File: src/cbt_pkg.sv
`default_nettype none
package cbt_pkg;
	// Register map, byte addresses on the plain port
	localparam logic [15:0] ADDR_PRESCALE = 16'h231C;
	localparam logic [15:0] ADDR_STATUS = 16'h231D;
	localparam logic [15:0] ADDR_TWO_LOW = 16'h231E;
	localparam logic [15:0] ADDR_TWO_HIGH = 16'h231F;
	// Field positions
	localparam int SAM_POS = 7;
	localparam int SEG2_LSB = 4;
	localparam int SEG1_LSB = 0;
	localparam int SJW_LSB = 0;
	localparam int STAT_BIT_POS = 0;
	localparam int STAT_PHASE_LSB = 1;
	localparam int STAT_RESYNC_POS = 3;
	localparam int STAT_BAD_POS = 4;
	// Reset values
	localparam logic [7:0] PRESCALE_RST = 8'h00;
	localparam logic [7:0] TWO_LOW_RST = 8'h00;
	localparam logic [7:0] TWO_HIGH_RST = 8'h00;
	// Timing counts in CAN clock cycles or quanta
	localparam int IPT_CYCLES = 4;
	localparam int SEG2_MIN_NO_PRESCALE = 4;
	localparam int SEG2_MIN = 2;
	localparam int SYNC_QUANTA = 1;

	typedef enum logic [1:0] {
		CBT_SYNC,
		CBT_SEG1,
		CBT_SEG2
	} cbt_phase_type;

	typedef struct packed {
		logic [7:0] brp;
		logic sam;
		logic [2:0] seg2;
		logic [3:0] seg1;
		logic [1:0] resync_jump_width;
	} cbt_cfg_type;

	typedef struct packed {
		logic [7:0] count;
		logic tick;
	} cbt_presc_type;

	typedef struct packed {
		logic [2:0] hist;
	} cbt_samp_type;

	typedef struct packed {
		cbt_cfg_type cfg;
		logic rxMeta;
		logic rxSync;
		logic rxPrev;
		logic pendEdge;
		cbt_phase_type phase;
		logic [4:0] cnt;
		logic [2:0] seg1Extra;
		logic [2:0] seg2Cut;
		logic resynced;
		logic rxBit;
		logic samplePulse;
		logic bitStart;
		logic cfgBad;
		logic [7:0] rdData;
	} cbt_main_type;
endpackage
`default_nettype wire

File: src/cbt_prescaler.sv
`timescale 1ns/1ps
`default_nettype none
module cbt_prescaler #(
	parameter int BRP_W = 8
) (
	// Clock and reset
	input wire logic clk,
	input wire logic resetn,
	// Control
	input wire logic restart,
	input wire logic [BRP_W-1:0] brp,
	// Quantum tick
	output logic tick
);
	cbt_pkg::cbt_presc_type s_r, s_nxt;

	// quantum is brp plus one clocks
	always_comb begin
		s_nxt = s_r;
		s_nxt.tick = !restart && (s_r.count == brp);
		if (restart || s_r.count == brp) begin
			s_nxt.count = '0;
		end else begin
			s_nxt.count = s_r.count + 8'h01;
		end
	end

	always_ff @(posedge clk) begin
		if (!resetn) begin
			s_r <= '0;
		end else begin
			s_r <= s_nxt;
		end
	end

	assign tick = s_r.tick;

	AST_TQ_SPACING: assert property (@(posedge clk) disable iff (!resetn)
		(tick && brp == 8'h01 && !restart)
		|=> (!tick ##1 (tick || $past(restart) || $past(brp) != 8'h01)))
		else $error("quantum tick spacing wrong for prescale one");
endmodule
`default_nettype wire

File: src/cbt_sampler.sv
`timescale 1ns/1ps
`default_nettype none
module cbt_sampler (
	// Clock and reset
	input wire logic clk,
	input wire logic resetn,
	// Bus samples
	input wire logic shiftEn,
	input wire logic rxIn,
	// Majority of the last three samples
	output logic vote
);
	cbt_pkg::cbt_samp_type s_r, s_nxt;

	function automatic logic majority(input logic [2:0] v);
		majority = (v[0] & v[1]) | (v[0] & v[2]) | (v[1] & v[2]);
	endfunction

	always_comb begin
		s_nxt = s_r;
		if (shiftEn) begin
			s_nxt.hist = {s_r.hist[1:0], rxIn};
		end
	end

	// Recessive history so a fresh start votes high
	always_ff @(posedge clk) begin
		if (!resetn) begin
			s_r <= 3'h7;
		end else begin
			s_r <= s_nxt;
		end
	end

	// vote over last three samples, the current one included
	assign vote = majority({s_r.hist[1:0], rxIn});

	AST_HIST_SHIFT: assert property (@(posedge clk) disable iff (!resetn)
		shiftEn |=> (s_r.hist[0] == $past(rxIn)))
		else $error("sample history did not take the bus level");
endmodule
`default_nettype wire

File: src/cbt_bit_timing.sv
// Local design decision: strobed register access.
`timescale 1ns/1ps
`default_nettype none
// Notes on behaviour
// - Jump width code 00..11 allows one to four quanta of correction.
// - Quantum lasts prescale value plus one CAN clock cycles.
// - Bit is sync segment, first segment, second segment; sync is one quantum.
// - Each segment lasts its field value plus one quanta.
// - Reading a bit needs four clocks; second segment must cover that.
// - Synchronisation happens only on recessive to dominant bus edges.
// - Sample select set takes majority of the last three samples.
// - Sample select only acts with prescale above zero; else single sample.
// - All nodes share one baud rate set by prescale and segments.
// - Jump width sits in bits 9:8, read/write, resets to one quantum.
module cbt_bit_timing (
	// Clock and reset
	input wire logic clk,
	input wire logic resetn,
	// Register port
	input wire logic [15:0] addr,
	input wire logic [7:0] wrData,
	input wire logic wrStb,
	input wire logic rdStb,
	output logic [7:0] rdData,
	// Bus side
	input wire logic canRx,
	input wire logic hardSyncEn,
	// Bit stream to the protocol logic
	output logic rxBit,
	output logic samplePulse,
	output logic bitStart
);
	cbt_pkg::cbt_main_type s_r, s_nxt;
	logic tqTick;
	logic vote;
	logic fall;
	logic hardSync;
	logic [2:0] sjwQ;
	logic [4:0] seg1Limit;
	logic [4:0] seg2Len;
	logic [4:0] seg2Limit;
	logic useMajority;
	logic [11:0] seg2Clks;

	function automatic logic [2:0] minQ(input logic [4:0] a, input logic [2:0] b);
		minQ = (a < {2'h0, b}) ? a[2:0] : b;
	endfunction

	function automatic logic [7:0] readMux(input cbt_pkg::cbt_main_type s,
			input logic [15:0] a);
		logic [7:0] v;
		v = 8'h00;
		unique case (a)
			cbt_pkg::ADDR_PRESCALE: v = s.cfg.brp;
			cbt_pkg::ADDR_TWO_LOW: begin
				v[cbt_pkg::SAM_POS] = s.cfg.sam;
				v[cbt_pkg::SEG2_LSB +: 3] = s.cfg.seg2;
				v[cbt_pkg::SEG1_LSB +: 4] = s.cfg.seg1;
			end
			cbt_pkg::ADDR_TWO_HIGH: v[cbt_pkg::SJW_LSB +: 2] = s.cfg.resync_jump_width;
			cbt_pkg::ADDR_STATUS: begin
				v[cbt_pkg::STAT_BIT_POS] = s.rxBit;
				v[cbt_pkg::STAT_PHASE_LSB +: 2] = s.phase;
				v[cbt_pkg::STAT_RESYNC_POS] = s.resynced;
				v[cbt_pkg::STAT_BAD_POS] = s.cfgBad;
			end
			default: v = 8'h00;
		endcase
		readMux = v;
	endfunction

	assign sjwQ = {1'b0, s_r.cfg.resync_jump_width} + 3'h1;
	// field value plus one, first segment lengthened by resync
	assign seg1Limit = {1'b0, s_r.cfg.seg1} + 5'h01 + {2'h0, s_r.seg1Extra};
	assign seg2Len = {2'h0, s_r.cfg.seg2} + 5'h01;
	assign seg2Limit = seg2Len - {2'h0, s_r.seg2Cut};
	// majority only with a prescale above zero
	assign useMajority = s_r.cfg.sam && (s_r.cfg.brp != 8'h00);
	assign fall = s_r.rxPrev && !s_r.rxSync;
	assign hardSync = fall && hardSyncEn;
	assign seg2Clks = 12'(seg2Len) * 12'({1'b0, s_r.cfg.brp} + 9'h001);

	cbt_prescaler #(
		.BRP_W(8)
	) u_presc (
		.clk(clk),
		.resetn(resetn),
		.restart(hardSync),
		.brp(s_r.cfg.brp),
		.tick(tqTick)
	);

	cbt_sampler u_samp (
		.clk(clk),
		.resetn(resetn),
		.shiftEn(tqTick),
		.rxIn(s_r.rxSync),
		.vote(vote)
	);

	always_comb begin
		s_nxt = s_r;
		s_nxt.samplePulse = 1'b0;
		s_nxt.bitStart = 1'b0;
		// Pin passes two flops before any logic looks at it
		s_nxt.rxMeta = canRx;
		s_nxt.rxSync = s_r.rxMeta;
		s_nxt.rxPrev = s_r.rxSync;

		// jump width in the high configuration byte
		if (wrStb) begin
			unique case (addr)
				cbt_pkg::ADDR_PRESCALE: s_nxt.cfg.brp = wrData;
				cbt_pkg::ADDR_TWO_LOW: begin
					s_nxt.cfg.sam = wrData[cbt_pkg::SAM_POS];
					s_nxt.cfg.seg2 = wrData[cbt_pkg::SEG2_LSB +: 3];
					s_nxt.cfg.seg1 = wrData[cbt_pkg::SEG1_LSB +: 4];
				end
				cbt_pkg::ADDR_TWO_HIGH: begin
					s_nxt.cfg.resync_jump_width = wrData[cbt_pkg::SJW_LSB +: 2];
				end
				default: s_nxt.cfg = s_r.cfg;
			endcase
		end
		s_nxt.rdData = rdStb ? readMux(s_r, addr) : 8'h00;

		// second segment must hold the processing time
		// baud rate is clock over prescale plus one times bit quanta
		s_nxt.cfgBad = (s_r.cfg.seg1 < {1'b0, s_r.cfg.seg2})
			|| (seg2Clks < 12'(cbt_pkg::IPT_CYCLES))
			|| ((s_r.cfg.brp == 8'h00)
				? (seg2Len < 5'(cbt_pkg::SEG2_MIN_NO_PRESCALE))
				: (seg2Len < 5'(cbt_pkg::SEG2_MIN)))
			|| ({2'h0, sjwQ} >= seg2Len);

		// An edge that meets a tick waits one cycle; with prescale zero every cycle ticks, so it waits for good
		s_nxt.pendEdge = (fall && !hardSync) || (s_r.pendEdge && tqTick);

		if (hardSync) begin
			// Edge quantum counts as the sync segment
			s_nxt.phase = cbt_pkg::CBT_SEG1;
			s_nxt.cnt = 5'h00;
			s_nxt.seg1Extra = 3'h0;
			s_nxt.seg2Cut = 3'h0;
			s_nxt.resynced = 1'b1;
			s_nxt.bitStart = 1'b1;
			s_nxt.pendEdge = 1'b0;
		end else if (tqTick) begin
			unique case (s_r.phase)
				cbt_pkg::CBT_SYNC: begin
					s_nxt.phase = cbt_pkg::CBT_SEG1;
					s_nxt.cnt = 5'h00;
					s_nxt.bitStart = 1'b1;
				end
				// sample at end of first segment
				cbt_pkg::CBT_SEG1: begin
					s_nxt.cnt = s_r.cnt + 5'h01;
					if (s_r.cnt + 5'h01 >= seg1Limit) begin
						s_nxt.phase = cbt_pkg::CBT_SEG2;
						s_nxt.cnt = 5'h00;
						s_nxt.samplePulse = 1'b1;
						s_nxt.rxBit = useMajority ? vote : s_r.rxSync;
					end
				end
				cbt_pkg::CBT_SEG2: begin
					s_nxt.cnt = s_r.cnt + 5'h01;
					if (s_r.cnt + 5'h01 >= seg2Limit) begin
						s_nxt.phase = cbt_pkg::CBT_SYNC;
						s_nxt.cnt = 5'h00;
						s_nxt.seg1Extra = 3'h0;
						s_nxt.seg2Cut = 3'h0;
						s_nxt.resynced = 1'b0;
					end
				end
			endcase
		end else if (s_r.pendEdge && !s_r.resynced && s_r.rxBit) begin
			// correction capped at the jump width
			unique case (s_r.phase)
				cbt_pkg::CBT_SEG1: begin
					s_nxt.seg1Extra = minQ(s_r.cnt + 5'h01, sjwQ);
					s_nxt.resynced = 1'b1;
				end
				cbt_pkg::CBT_SEG2: begin
					s_nxt.seg2Cut = minQ(seg2Len - s_r.cnt - 5'h01, sjwQ);
					s_nxt.resynced = 1'b1;
				end
				cbt_pkg::CBT_SYNC: s_nxt.resynced = s_r.resynced;
			endcase
		end
	end

	always_ff @(posedge clk) begin
		if (!resetn) begin
			s_r <= '0;
			s_r.cfg.brp <= cbt_pkg::PRESCALE_RST;
			s_r.cfg.sam <= cbt_pkg::TWO_LOW_RST[cbt_pkg::SAM_POS];
			s_r.cfg.seg2 <= cbt_pkg::TWO_LOW_RST[cbt_pkg::SEG2_LSB +: 3];
			s_r.cfg.seg1 <= cbt_pkg::TWO_LOW_RST[cbt_pkg::SEG1_LSB +: 4];
			s_r.cfg.resync_jump_width <= cbt_pkg::TWO_HIGH_RST[cbt_pkg::SJW_LSB +: 2];
			s_r.rxMeta <= 1'b1;
			s_r.rxSync <= 1'b1;
			s_r.rxPrev <= 1'b1;
			s_r.rxBit <= 1'b1;
			s_r.phase <= cbt_pkg::CBT_SYNC;
		end else begin
			s_r <= s_nxt;
		end
	end

	assign rdData = s_r.rdData;
	assign rxBit = s_r.rxBit;
	assign samplePulse = s_r.samplePulse;
	assign bitStart = s_r.bitStart;

	AST_SYNC_ONE_TQ: assert property (@(posedge clk) disable iff (!resetn)
		(s_r.phase == cbt_pkg::CBT_SYNC && tqTick && !hardSync)
		|=> (s_r.phase == cbt_pkg::CBT_SEG1 && bitStart && s_r.cnt == 5'h00))
		else $error("sync segment did not last one quantum");

	AST_SEG1_LEN: assert property (@(posedge clk) disable iff (!resetn)
		(s_r.phase == cbt_pkg::CBT_SEG1 && tqTick && !hardSync
			&& s_r.cnt + 5'h01 == seg1Limit)
		|=> (samplePulse && s_r.phase == cbt_pkg::CBT_SEG2))
		else $error("sample point not at end of first segment");

	AST_SJW_LIMIT: assert property (@(posedge clk) disable iff (!resetn)
		(s_r.seg1Extra <= sjwQ) && (s_r.seg2Cut <= sjwQ))
		else $error("phase correction beyond the jump width");

	AST_LATE_EDGE: assert property (@(posedge clk) disable iff (!resetn)
		(s_r.phase == cbt_pkg::CBT_SEG1 && s_r.pendEdge && !tqTick
			&& !hardSync && !s_r.resynced && s_r.rxBit)
		|=> (s_r.seg1Extra != 3'h0 && s_r.resynced))
		else $error("late edge did not lengthen first segment");

	AST_FALL_ONLY: assert property (@(posedge clk) disable iff (!resetn)
		$rose(s_r.pendEdge) |-> $past(s_r.rxPrev && !s_r.rxSync))
		else $error("resync edge without a falling bus edge");

	AST_SINGLE_SAMPLE: assert property (@(posedge clk) disable iff (!resetn)
		(samplePulse && $past(!useMajority)) |-> (rxBit == $past(s_r.rxSync)))
		else $error("single sampling not used");

	AST_MAJORITY: assert property (@(posedge clk) disable iff (!resetn)
		(samplePulse && $past(useMajority)) |-> (rxBit == $past(vote)))
		else $error("majority vote not used at sample point");

	AST_IPT_FLAG: assert property (@(posedge clk) disable iff (!resetn)
		(seg2Clks < 12'h004) |=> s_r.cfgBad)
		else $error("short second segment not flagged");

	AST_SJW_FIELD: assert property (@(posedge clk) disable iff (!resetn)
		(wrStb && addr == cbt_pkg::ADDR_TWO_HIGH)
		|=> (s_r.cfg.resync_jump_width == $past(wrData[1:0])))
		else $error("jump width field not written");
endmodule
`default_nettype wire

File: config.mk
export PLATFORM = sky130hd
export DESIGN_NAME = cbt_bit_timing
export DESIGN_NICKNAME = d
export VERILOG_FILES = /design/src/cbt_pkg.sv /design/src/cbt_prescaler.sv /design/src/cbt_sampler.sv /design/src/cbt_bit_timing.sv
export SDC_FILE = /design/constraint.sdc
export NUM_CORES = 1
export LEC_CHECK = 0
export BUFFER_PORTS_ARGS = -buffer_cell sky130_fd_sc_hd__buf_2
export CAP_MARGIN = 25
export CORE_ASPECT_RATIO = 1.1
export CORE_MARGIN = 4
export CORE_UTILIZATION = 40
export DETAILED_ROUTE_END_ITERATION = 16
export PLACE_DENSITY = 0.56
export SLEW_MARGIN = 20
export SYNTH_ARGS = -nofsm -noshare
export SYNTH_HDL_FRONTEND = slang
export SYNTH_HIERARCHICAL = 1
export SYNTH_SLANG_ARGS = --single-unit
File: constraint.sdc
create_clock -name clk -period 11.3 [get_ports clk]
set_clock_uncertainty 0.05 [all_clocks]
set_input_delay 1.13 -clock clk [delete_from_list [all_inputs] [get_ports clk]]
set_output_delay 1.13 -clock clk [all_outputs]
set_load 0.05 [all_outputs]
==> results of run 1 <==
routing by layer:
metal / share of wire [%] / global-route usage [%] / wire length [µm]
met1: 47 / 22.4 / 5330
met2: 47 / 28.8 / 5280
met4: 1.9 / 5.71 / 216
met3: 4.2 / 3.87 / 478
met5: 0 / 0 / 0
flip-flops by register name (all words and copies together), names as in the netlist:
name and flops:
u_presc/tick 1, u_presc/s_r 8, u_samp/s_r 2, rdData 8, bitStart 1, rxBit 1, samplePulse 1, s_r 35
s_nxt 2
how the worst min path moves through the flow:
stage                               startpoint              endpoint  slack [ns]  depth (start not counted)
after floorplan           s_nxt[28]$_SDFF_PN1_  s_nxt[27]$_SDFF_PN1_        0.34                          1
after global placement    s_nxt[28]$_SDFF_PN1_  s_nxt[27]$_SDFF_PN1_        0.35                          1
after detailed placement  s_nxt[28]$_SDFF_PN1_  s_nxt[27]$_SDFF_PN1_        0.35                          1
after CTS                 s_nxt[28]$_SDFF_PN1_  s_nxt[27]$_SDFF_PN1_        0.37                          1
after global routing      s_nxt[28]$_SDFF_PN1_  s_nxt[27]$_SDFF_PN1_        0.39                          1
final                     s_nxt[28]$_SDFF_PN1_  s_nxt[27]$_SDFF_PN1_        0.36                          1
worst register-to-register path: stages (launching register included):
cell and delay [ns]:
dfxtp_1 0.59, ha_1 0.24, xor2_1 0.35, clkinv_1 0.34, nor2_1 0.23, fa_1 0.43, inv_1 0.09, fa_1 0.39
inv_1 0.07, ha_1 0.28, a211oi_1 0.33, o21bai_1 0.15, a21oi_1 0.17, a21oi_1 0.06, nor4_1 0.26, a32o_1 0.20
logic make-up (layout without fill, tap and decap cells):
family | count (synthesis) | count (layout) | share of synthesized area, %
AO/OA/AOI/OAI | 103 | 103 | 14.1
XOR/XNOR | 34 | 34 | 6.46
adder cells (fa/ha/maj) | 70 | 70 | 20.7
buffers and inverters | 77 | 113 | 6.74
flip-flops | 59 | 59 | 24.4
multiplexers | 34 | 34 | 7.57
AND/OR/NAND/NOR | 178 | 178 | 20.0
cell usage after synthesis, types with 4 or more instances:
master	n
a21oi_1	30
clkbuf_1	9
inv_1	55
o21ai_0	18
o2111ai_1	5
a211oi_1	8
nor2_1	49
fa_1	17
and3_1	6
xor2_1	21
nand3_1	18
nand2b_1	11
nand2_1	33
dfxtp_1	59
xnor2_1	11
nand4_1	4
or2_2	6
a221oi_1	4
mux2i_1	31
ha_1	52
a21o_1	10
buf_4	8
nor2b_1	25
and2_1	4
power breakdown:
group | internal (mW) | switching [mW]
combinational | 0.0109 | 0.0151
sequential | 0.210 | 0.00262
clock | 0.176 | 0.0992
total | 0.398 | 0.117
cell type report:
class | count | area [µm²] | area share (%)
clock buffers | 10 | 239 | 4.41
clock inverters | 6 | 65.1 | 1.20
inverters | 57 | 214 | 3.95
multi-input cells | 419 | 3340 | 61.5
flip-flops and latches | 59 | 1180 | 21.8
well taps | 150 | 188 | 3.46
repair buffers | 40 | 200 | 3.69
==> run summary, run 1 <==
Across all hold checks on the routed design, the worst slack comes to 0.364 ns. The count of cells in the finished layout, fillers not included, comes to 741. After detailed routing, the number of vias per cell comes to 5.27. The tools report the reg-to-reg setup timing slack as 7.05 ns.

The tools report the worst setup path startpoint as s_r[36]$_SDFFE_PN0P_. The run gives 0 as the post-cts sizing count. The logs give 0.515 mW for the total power draw and 24.4% for the sequential-to-total area share from yosys stat. Setup violations remaining at the end of the flow were counted as 0. The worst slew margin relative to its limit came out at 55.1%.

During synthesis, Yosys emitted a total of 6 warnings. The run gives 3 as the H-tree level count. The final critical path takes up 37.6% of the cycle. The critical path depth in cells was 15; the minimum clock period was 4.25 ns. The highest net fanout along the worst path was 14. The violation count after the first detailed-route iteration was 254; the number of distinct library cells after synthesis was 60. The final setup TNS was 0 ns.

The core region is 11600 µm². The transition time at the pin with the least slew margin was 0.671 ns. The number of cells on the worst reg-to-reg path is 15. The area of the die was 13900 µm²; the count of final max-slew check failures was 0.

The number of synthesized flops with an enable pin was 0; the async set-reset flop share out of synthesis was 0%. The clock latency reported for the late side of the worst-skew pair was 0.33 ns. Among all flip-flop cells after synthesis, the most frequent one is dfxtp_1. The critical path goes through ha_1 -> xor2_1 -> clkinv_1 -> nor2_1 -> fa_1 -> inv_1 -> fa_1 -> inv_1 -> ha_1 -> a211oi_1 -> o21bai_1 -> a21oi_1 -> a21oi_1 -> nor4_1 -> a32o_1. Grouping stages by cell kind, the critical path spends the most delay in adder cells. The total placed cells including tap cells is 725, and the mapped cell area is 4840 µm². After detailed routing, the total wire length is 11300 µm.

The logs give 7.10 ns for the worst-case setup slack after placement and 5420 µm² for the cell area after layout. The tools report the cell count after synthesis as 555. The number of buffers inserted for hold repair after clock tree synthesis is 0, and the CTS clock-pin slew for the worst setup and hold paths is 0.06 ns. Input and output buffers added on the ports amount to 40. The kind of start point of the critical path was a register. After legalization and detailed placement, the total HPWL measured 8890 µm. The most common library cell in the layout ignoring fill and taps was dfxtp_1.

Setup repair after global routing left no endpoint under its margin. For the final hold violation count, the log shows 0. TritonCTS built the clock tree. The buffer type at the clock tree root was clkbuf_16.

At the end of the flow, the number of nets in the layout was 685. The logs give 0 for the total congestion overflow and 0 for the number of antenna violations at the first check in global routing. The data arrival time of the worst path is 4.47 ns, and the height of the die is 123 µm. Cells fill 46.6% of the core in the end.

The global-route wire length before repair is 19500 µm, and the synthesized area per cell is 8.73 µm². The run finished with clean final reports. The clock tree buffer depth is 2. The net count of the mapped netlist was 654; the number of buffers created by CTS was 9. Launching point of the worst reg2reg path: s_r[36]$_SDFFE_PN0P_. The starting utilization of the core area was 41.6%. Counting the fill cells in the layout gives 1143. In this run the biggest area consumer among cell types represents 24.4% of the synthesized area.

Of all cell types, the one taking the most synthesized area is dfxtp_1. After clock tree synthesis, the setup repair step added 0 buffers. The highest cell delay on the worst timing path was 0.59 ns. Leaving out fill and tap cells, the most frequent cells in the layout are 59 x dfxtp_1, 55 x inv_1, 52 x ha_1, 49 x nor2_1, 40 x buf_2. Row generation in the floorplan step produced 41 rows. The worst setup path is captured at a register. For this run, design rule violations remaining after detail routing come to 0. The growth of design area from synthesis to finish was 12.0%; the flip-flop and latch count after synthesis was 59.

The fraction of final layout cells sized beyond drive strength 1 was 12.7%. 41 I/O pins were placed. The sink count of the clock tree is 59.

The slowest library cell on the worst path was dfxtp_1. The combined buffer and inverter count along the critical path was 3. The analysis attributes to cell leakage a power of 2.38 nW. The placed instances occupy a cell area of 5120 µm².

In the post-route analysis, the smallest setup slack over all paths is 7.05 ns. VDD sags by at most 0.0682 mV. Total global-route track usage: 17.3%.

The number of global-route vias before repair came out at 3955. The endpoint identified for the worst register-to-register timing path is s_r[8]$_SDFF_PN0_. Following the worst setup path forward leads to its endpoint at s_r[8]$_SDFF_PN0_. The tools report the maximum number of pins on one net before global-route repair as 35. The tools report the required time at the worst-slack endpoint as 11.52 ns. Dividing the detail-routed wire length by the instance count gives 15.3 µm. The power density normalized to cell area was 94.9 nW/µm²; the maximum clock frequency was 235 MHz. Across the run, the number of max-cap violations was 0. Before antenna repair, the detailed router went through 4 iterations. The run gives 0.834 as the weighted congestion at the end of routability-driven global placement. The worst setup path is of the reg -> reg kind.

The tools report the number of nets with antenna violations after routing as 0. Detailed routing inserted a total of 3904 vias. By area the synthesized netlist is led by dfxtp_1 24%, ha_1 13%, fa_1 7.0%.

The die is 113 µm wide. The count of inserted antenna diode cells came out at 0. The min-delay analysis places its worst path in the category reg -> reg.
Note: power is estimated with default switching activity, not from simulation.
==> run 2: changes to the inputs <==
--- a/config.mk
+++ b/config.mk
@@ -11,7 +11,7 @@
 export CORE_MARGIN = 4
 export CORE_UTILIZATION = 40
 export DETAILED_ROUTE_END_ITERATION = 16
-export PLACE_DENSITY = 0.56
+export PLACE_DENSITY = 0.58
 export SLEW_MARGIN = 20
 export SYNTH_ARGS = -nofsm -noshare
 export SYNTH_HDL_FRONTEND = slang
==> constraint.sdc (replaced) <==
create_clock -name clk -period 3.63 [get_ports clk]
set_clock_uncertainty 0.05 [all_clocks]
set_input_delay 0.363 -clock clk [delete_from_list [all_inputs] [get_ports clk]]
set_output_delay 0.363 -clock clk [all_outputs]
set_load 0.05 [all_outputs]
==> run 2 against run 1 <==
Final area up 12%. Clock power grew to 3.1 times the previous value. Final cell count up 5.1%. Critical path type unchanged. Critical endpoint unchanged. Largest power group unchanged.
==> run summary, run 2 (synthesized netlist as in run 1, its figures left out) <==
Total half-perimeter wirelength after legalization and detailed placement: 9470 µm (was 8890 µm). The transition time at the pin with the least slew margin is 0.669 ns (was 0.671 ns), and the maximum resistive drop on vdd is 0.284 mV (was 0.0682 mV). For the standard-cell row count, the log shows 41 (unchanged). Sequence of cells on the critical path: and3_4 -> and3_4 -> nand3_4 -> xor2_4 -> nor2_2 -> fa_1 -> inv_2 -> fa_1 -> inv_2 -> ha_4 -> a21o_1 -> a211o_1 -> o22ai_2 -> xnor2_1 -> a32o_1 (was ha_1 -> xor2_1 -> clkinv_1 -> nor2_1 -> fa_1 -> inv_1 -> fa_1 -> inv_1 -> ha_1 -> a211oi_1 -> o21bai_1 -> a21oi_1 -> a21oi_1 -> nor4_1 -> a32o_1). The number of I/O pins is 41 (unchanged), and the required time at the worst-slack endpoint is 3.80 ns (was 11.52 ns). The type of the setup path with the least slack is reg -> reg (unchanged). The tools report the total number of nets in the final design as 723 (was 685).

The buffer type at the clock tree root was clkbuf_16 (unchanged). The run gives 0 (unchanged) as the count of inserted antenna diode cells. The tools report the clock tree buffer depth as 2 (unchanged). Commonest non-fill, non-tap cells in the layout: 53 x dfxtp_1, 50 x inv_1, 44 x nor2_1, 41 x ha_1, 40 x buf_2 (was 59 x dfxtp_1, 55 x inv_1, 52 x ha_1, 49 x nor2_1, 40 x buf_2).

The final setup TNS is 0 ns (unchanged), and the power density normalized to cell area is 264 nW/µm² (was 94.9 nW/µm²). Worst hold-check path type: in -> reg (was reg -> reg). Maximum number of pins on one net before global-route repair: 35 (unchanged). The number of flip-flops under the largest register name works out to 35 (unchanged). The global-route wire length before repair came out at 20000 µm (was 19500 µm).

The tools report the endpoint type of the worst setup path as a register (unchanged). The fraction of final layout cells sized beyond drive strength 1 is 25.4% (was 12.7%), and the area of the die is 13900 µm² (unchanged). For the number of global-route vias before repair, the log shows 4088 (was 3955). The area of the core is 11600 µm² (unchanged). The run finished with clean final reports. The combined buffer and inverter count along the critical path was 2 (was 3). The tools report the worst slew margin relative to its limit as 55.2% (was 55.1%).

For the number of buffers inserted for hold repair after clock tree synthesis, the log shows 0 (unchanged). The weighted congestion at the end of routability-driven global placement was 0.889 (was 0.834). The run gives 0 (unchanged) as the final hold violation count.

CTS clock-pin slew for the worst setup and hold paths: 0.06 ns (about the same). The data arrival time of the worst path was 3.72 ns (was 4.47 ns); the total global-route track usage was 18.0% (was 17.3%). Setup repair after global routing could not meet its margin everywhere. The number of buffers created by CTS is 9 (unchanged).

The kind of start point of the critical path was a register (unchanged). The total setup violations reported at the end of the flow came out at 0 (unchanged). The height of the die came out at 123 µm (unchanged).

Slowest library cell on the worst path: fa_1 (was dfxtp_1). The highest net fanout along the worst path was 6 (was 14); the core occupancy in the finished layout was 52.1% (was 46.6%). The total congestion overflow is 0 (unchanged). Count of maximum capacitance violations: 0 (unchanged). The H-tree level count is 3 (unchanged). Register ranked first by flip-flop count: s_r (unchanged).

The tools report the number of antenna violations at the first check in global routing as 0 (unchanged). The maximum clock frequency was 282 MHz (was 235 MHz); the via count normalized by instance count was 5.32 (was 5.27). The final cycle utilization of the critical path works out to 97.7% (was 37.6%). The violation count after the first detailed-route iteration is 282 (was 254).

Most common library cell in the layout ignoring fill and taps: dfxtp_1 (unchanged). The worst-case setup slack after placement is -0.112 ns (was 7.10 ns), and the final worst-path setup slack is 0.0851 ns (was 7.05 ns). The tools report the starting utilization of the core area as 41.6% (unchanged). The detailed-router iteration count before antenna repair is 4 (unchanged). TritonCTS built the clock tree. The number of port buffers is 40 (unchanged), and the highest cell delay on the worst timing path is 0.51 ns (was 0.59 ns).

The detailed-route wire length per cell is 16.1 µm (was 15.3 µm). The static leakage power is 2.58 nW (was 2.38 nW). The sum of routed wire length over all layers was 12500 µm (was 11300 µm); the width of the chip was 113 µm (unchanged).

The worst hold-check slack came out at 0.164 ns (was 0.364 ns). The logs give 4144 (was 3904) for the total via count in the routed design and 59 (unchanged) for the sink count of the clock tree. The tools report the number of nets with antenna violations after routing as 0 (unchanged).

The minimum clock period is 3.54 ns (was 4.25 ns), and the clock latency reported for the late side of the worst-skew pair is 0.33 ns (about the same). The gate family responsible for the most delay along the worst path is adder cells (unchanged). The count of final max-slew check failures was 0 (unchanged). The growth of design area from synthesis to finish is 25.3% (was 12.0%), and the remaining routing DRC violations is 0 (unchanged).
## run 2: cell types whose count changed in the layout (fill, tap and decap cells not counted), sizes merged
cell    before  now
buf         40   78
clkbuf      10    9
inv         55   56
## run 2: path summary, 6_finish.rpt
kind         cells after the start                 start              endpoint  slack [ns]
max                             15  s_r[42]$_SDFFE_PN0P_     s_r[8]$_SDFF_PN0_        0.09
max reg2reg                     15  s_r[42]$_SDFFE_PN0P_     s_r[8]$_SDFF_PN0_        0.09
min reg2reg                      1  s_nxt[28]$_SDFF_PN1_  s_nxt[27]$_SDFF_PN1_        0.36
min                              2                 canRx  s_nxt[28]$_SDFF_PN1_        0.16
## run 2: layout make-up
| cell class | count | area [µm²] |
|---|---|---|
| clock buffers | 9 | 225 |
| clock inverters | 7 | 76.3 |
| fillers | 1067 | 5570 |
| inverters | 57 | 215 |
| multi-input cells | 419 | 3670 |
| flip-flops and latches | 59 | 1200 |
| well taps | 150 | 188 |
| repair buffers | 78 | 500 |
## run 2: timing repair
item                       in CTS  in global routing
pin swaps                       1                 25
gates resized for setup         9                 47
setup endpoints to repair       1                  1
setup buffers                   1                 10
## run 2: report_power, final
group          switching, mW  leakage (nW)  internal (mW)
Combinational         0.0482          1.95         0.0340
Sequential           0.00790         0.482          0.652
Clock                  0.326         0.144          0.534
## run 2: stage by stage
| stage | total power [mW] | instances | area [µm²] |
|---|---|---|---|
| CTS | 1.63 | 769 | 5740 |
| global placement | 0.756 | 752 | 5380 |
| finish | 1.60 | 779 | 6070 |
| global route | 1.66 | 779 | 6070 |
| detailed placement | 0.757 | 752 | 5380 |
| floorplan | 0.723 | 555 | 4900 |
## run 2: per-layer routing
metal / vias to the layer above / share of wire [%] / GRT usage (%)
met4: 0 / 1.7 / 6.01
met1: 1986 / 46 / 23.3
met2: 74 / 50 / 30.3
met5: - / 0 / 0
met3: 20 / 2.9 / 3.23
li1: 2064 / - / -
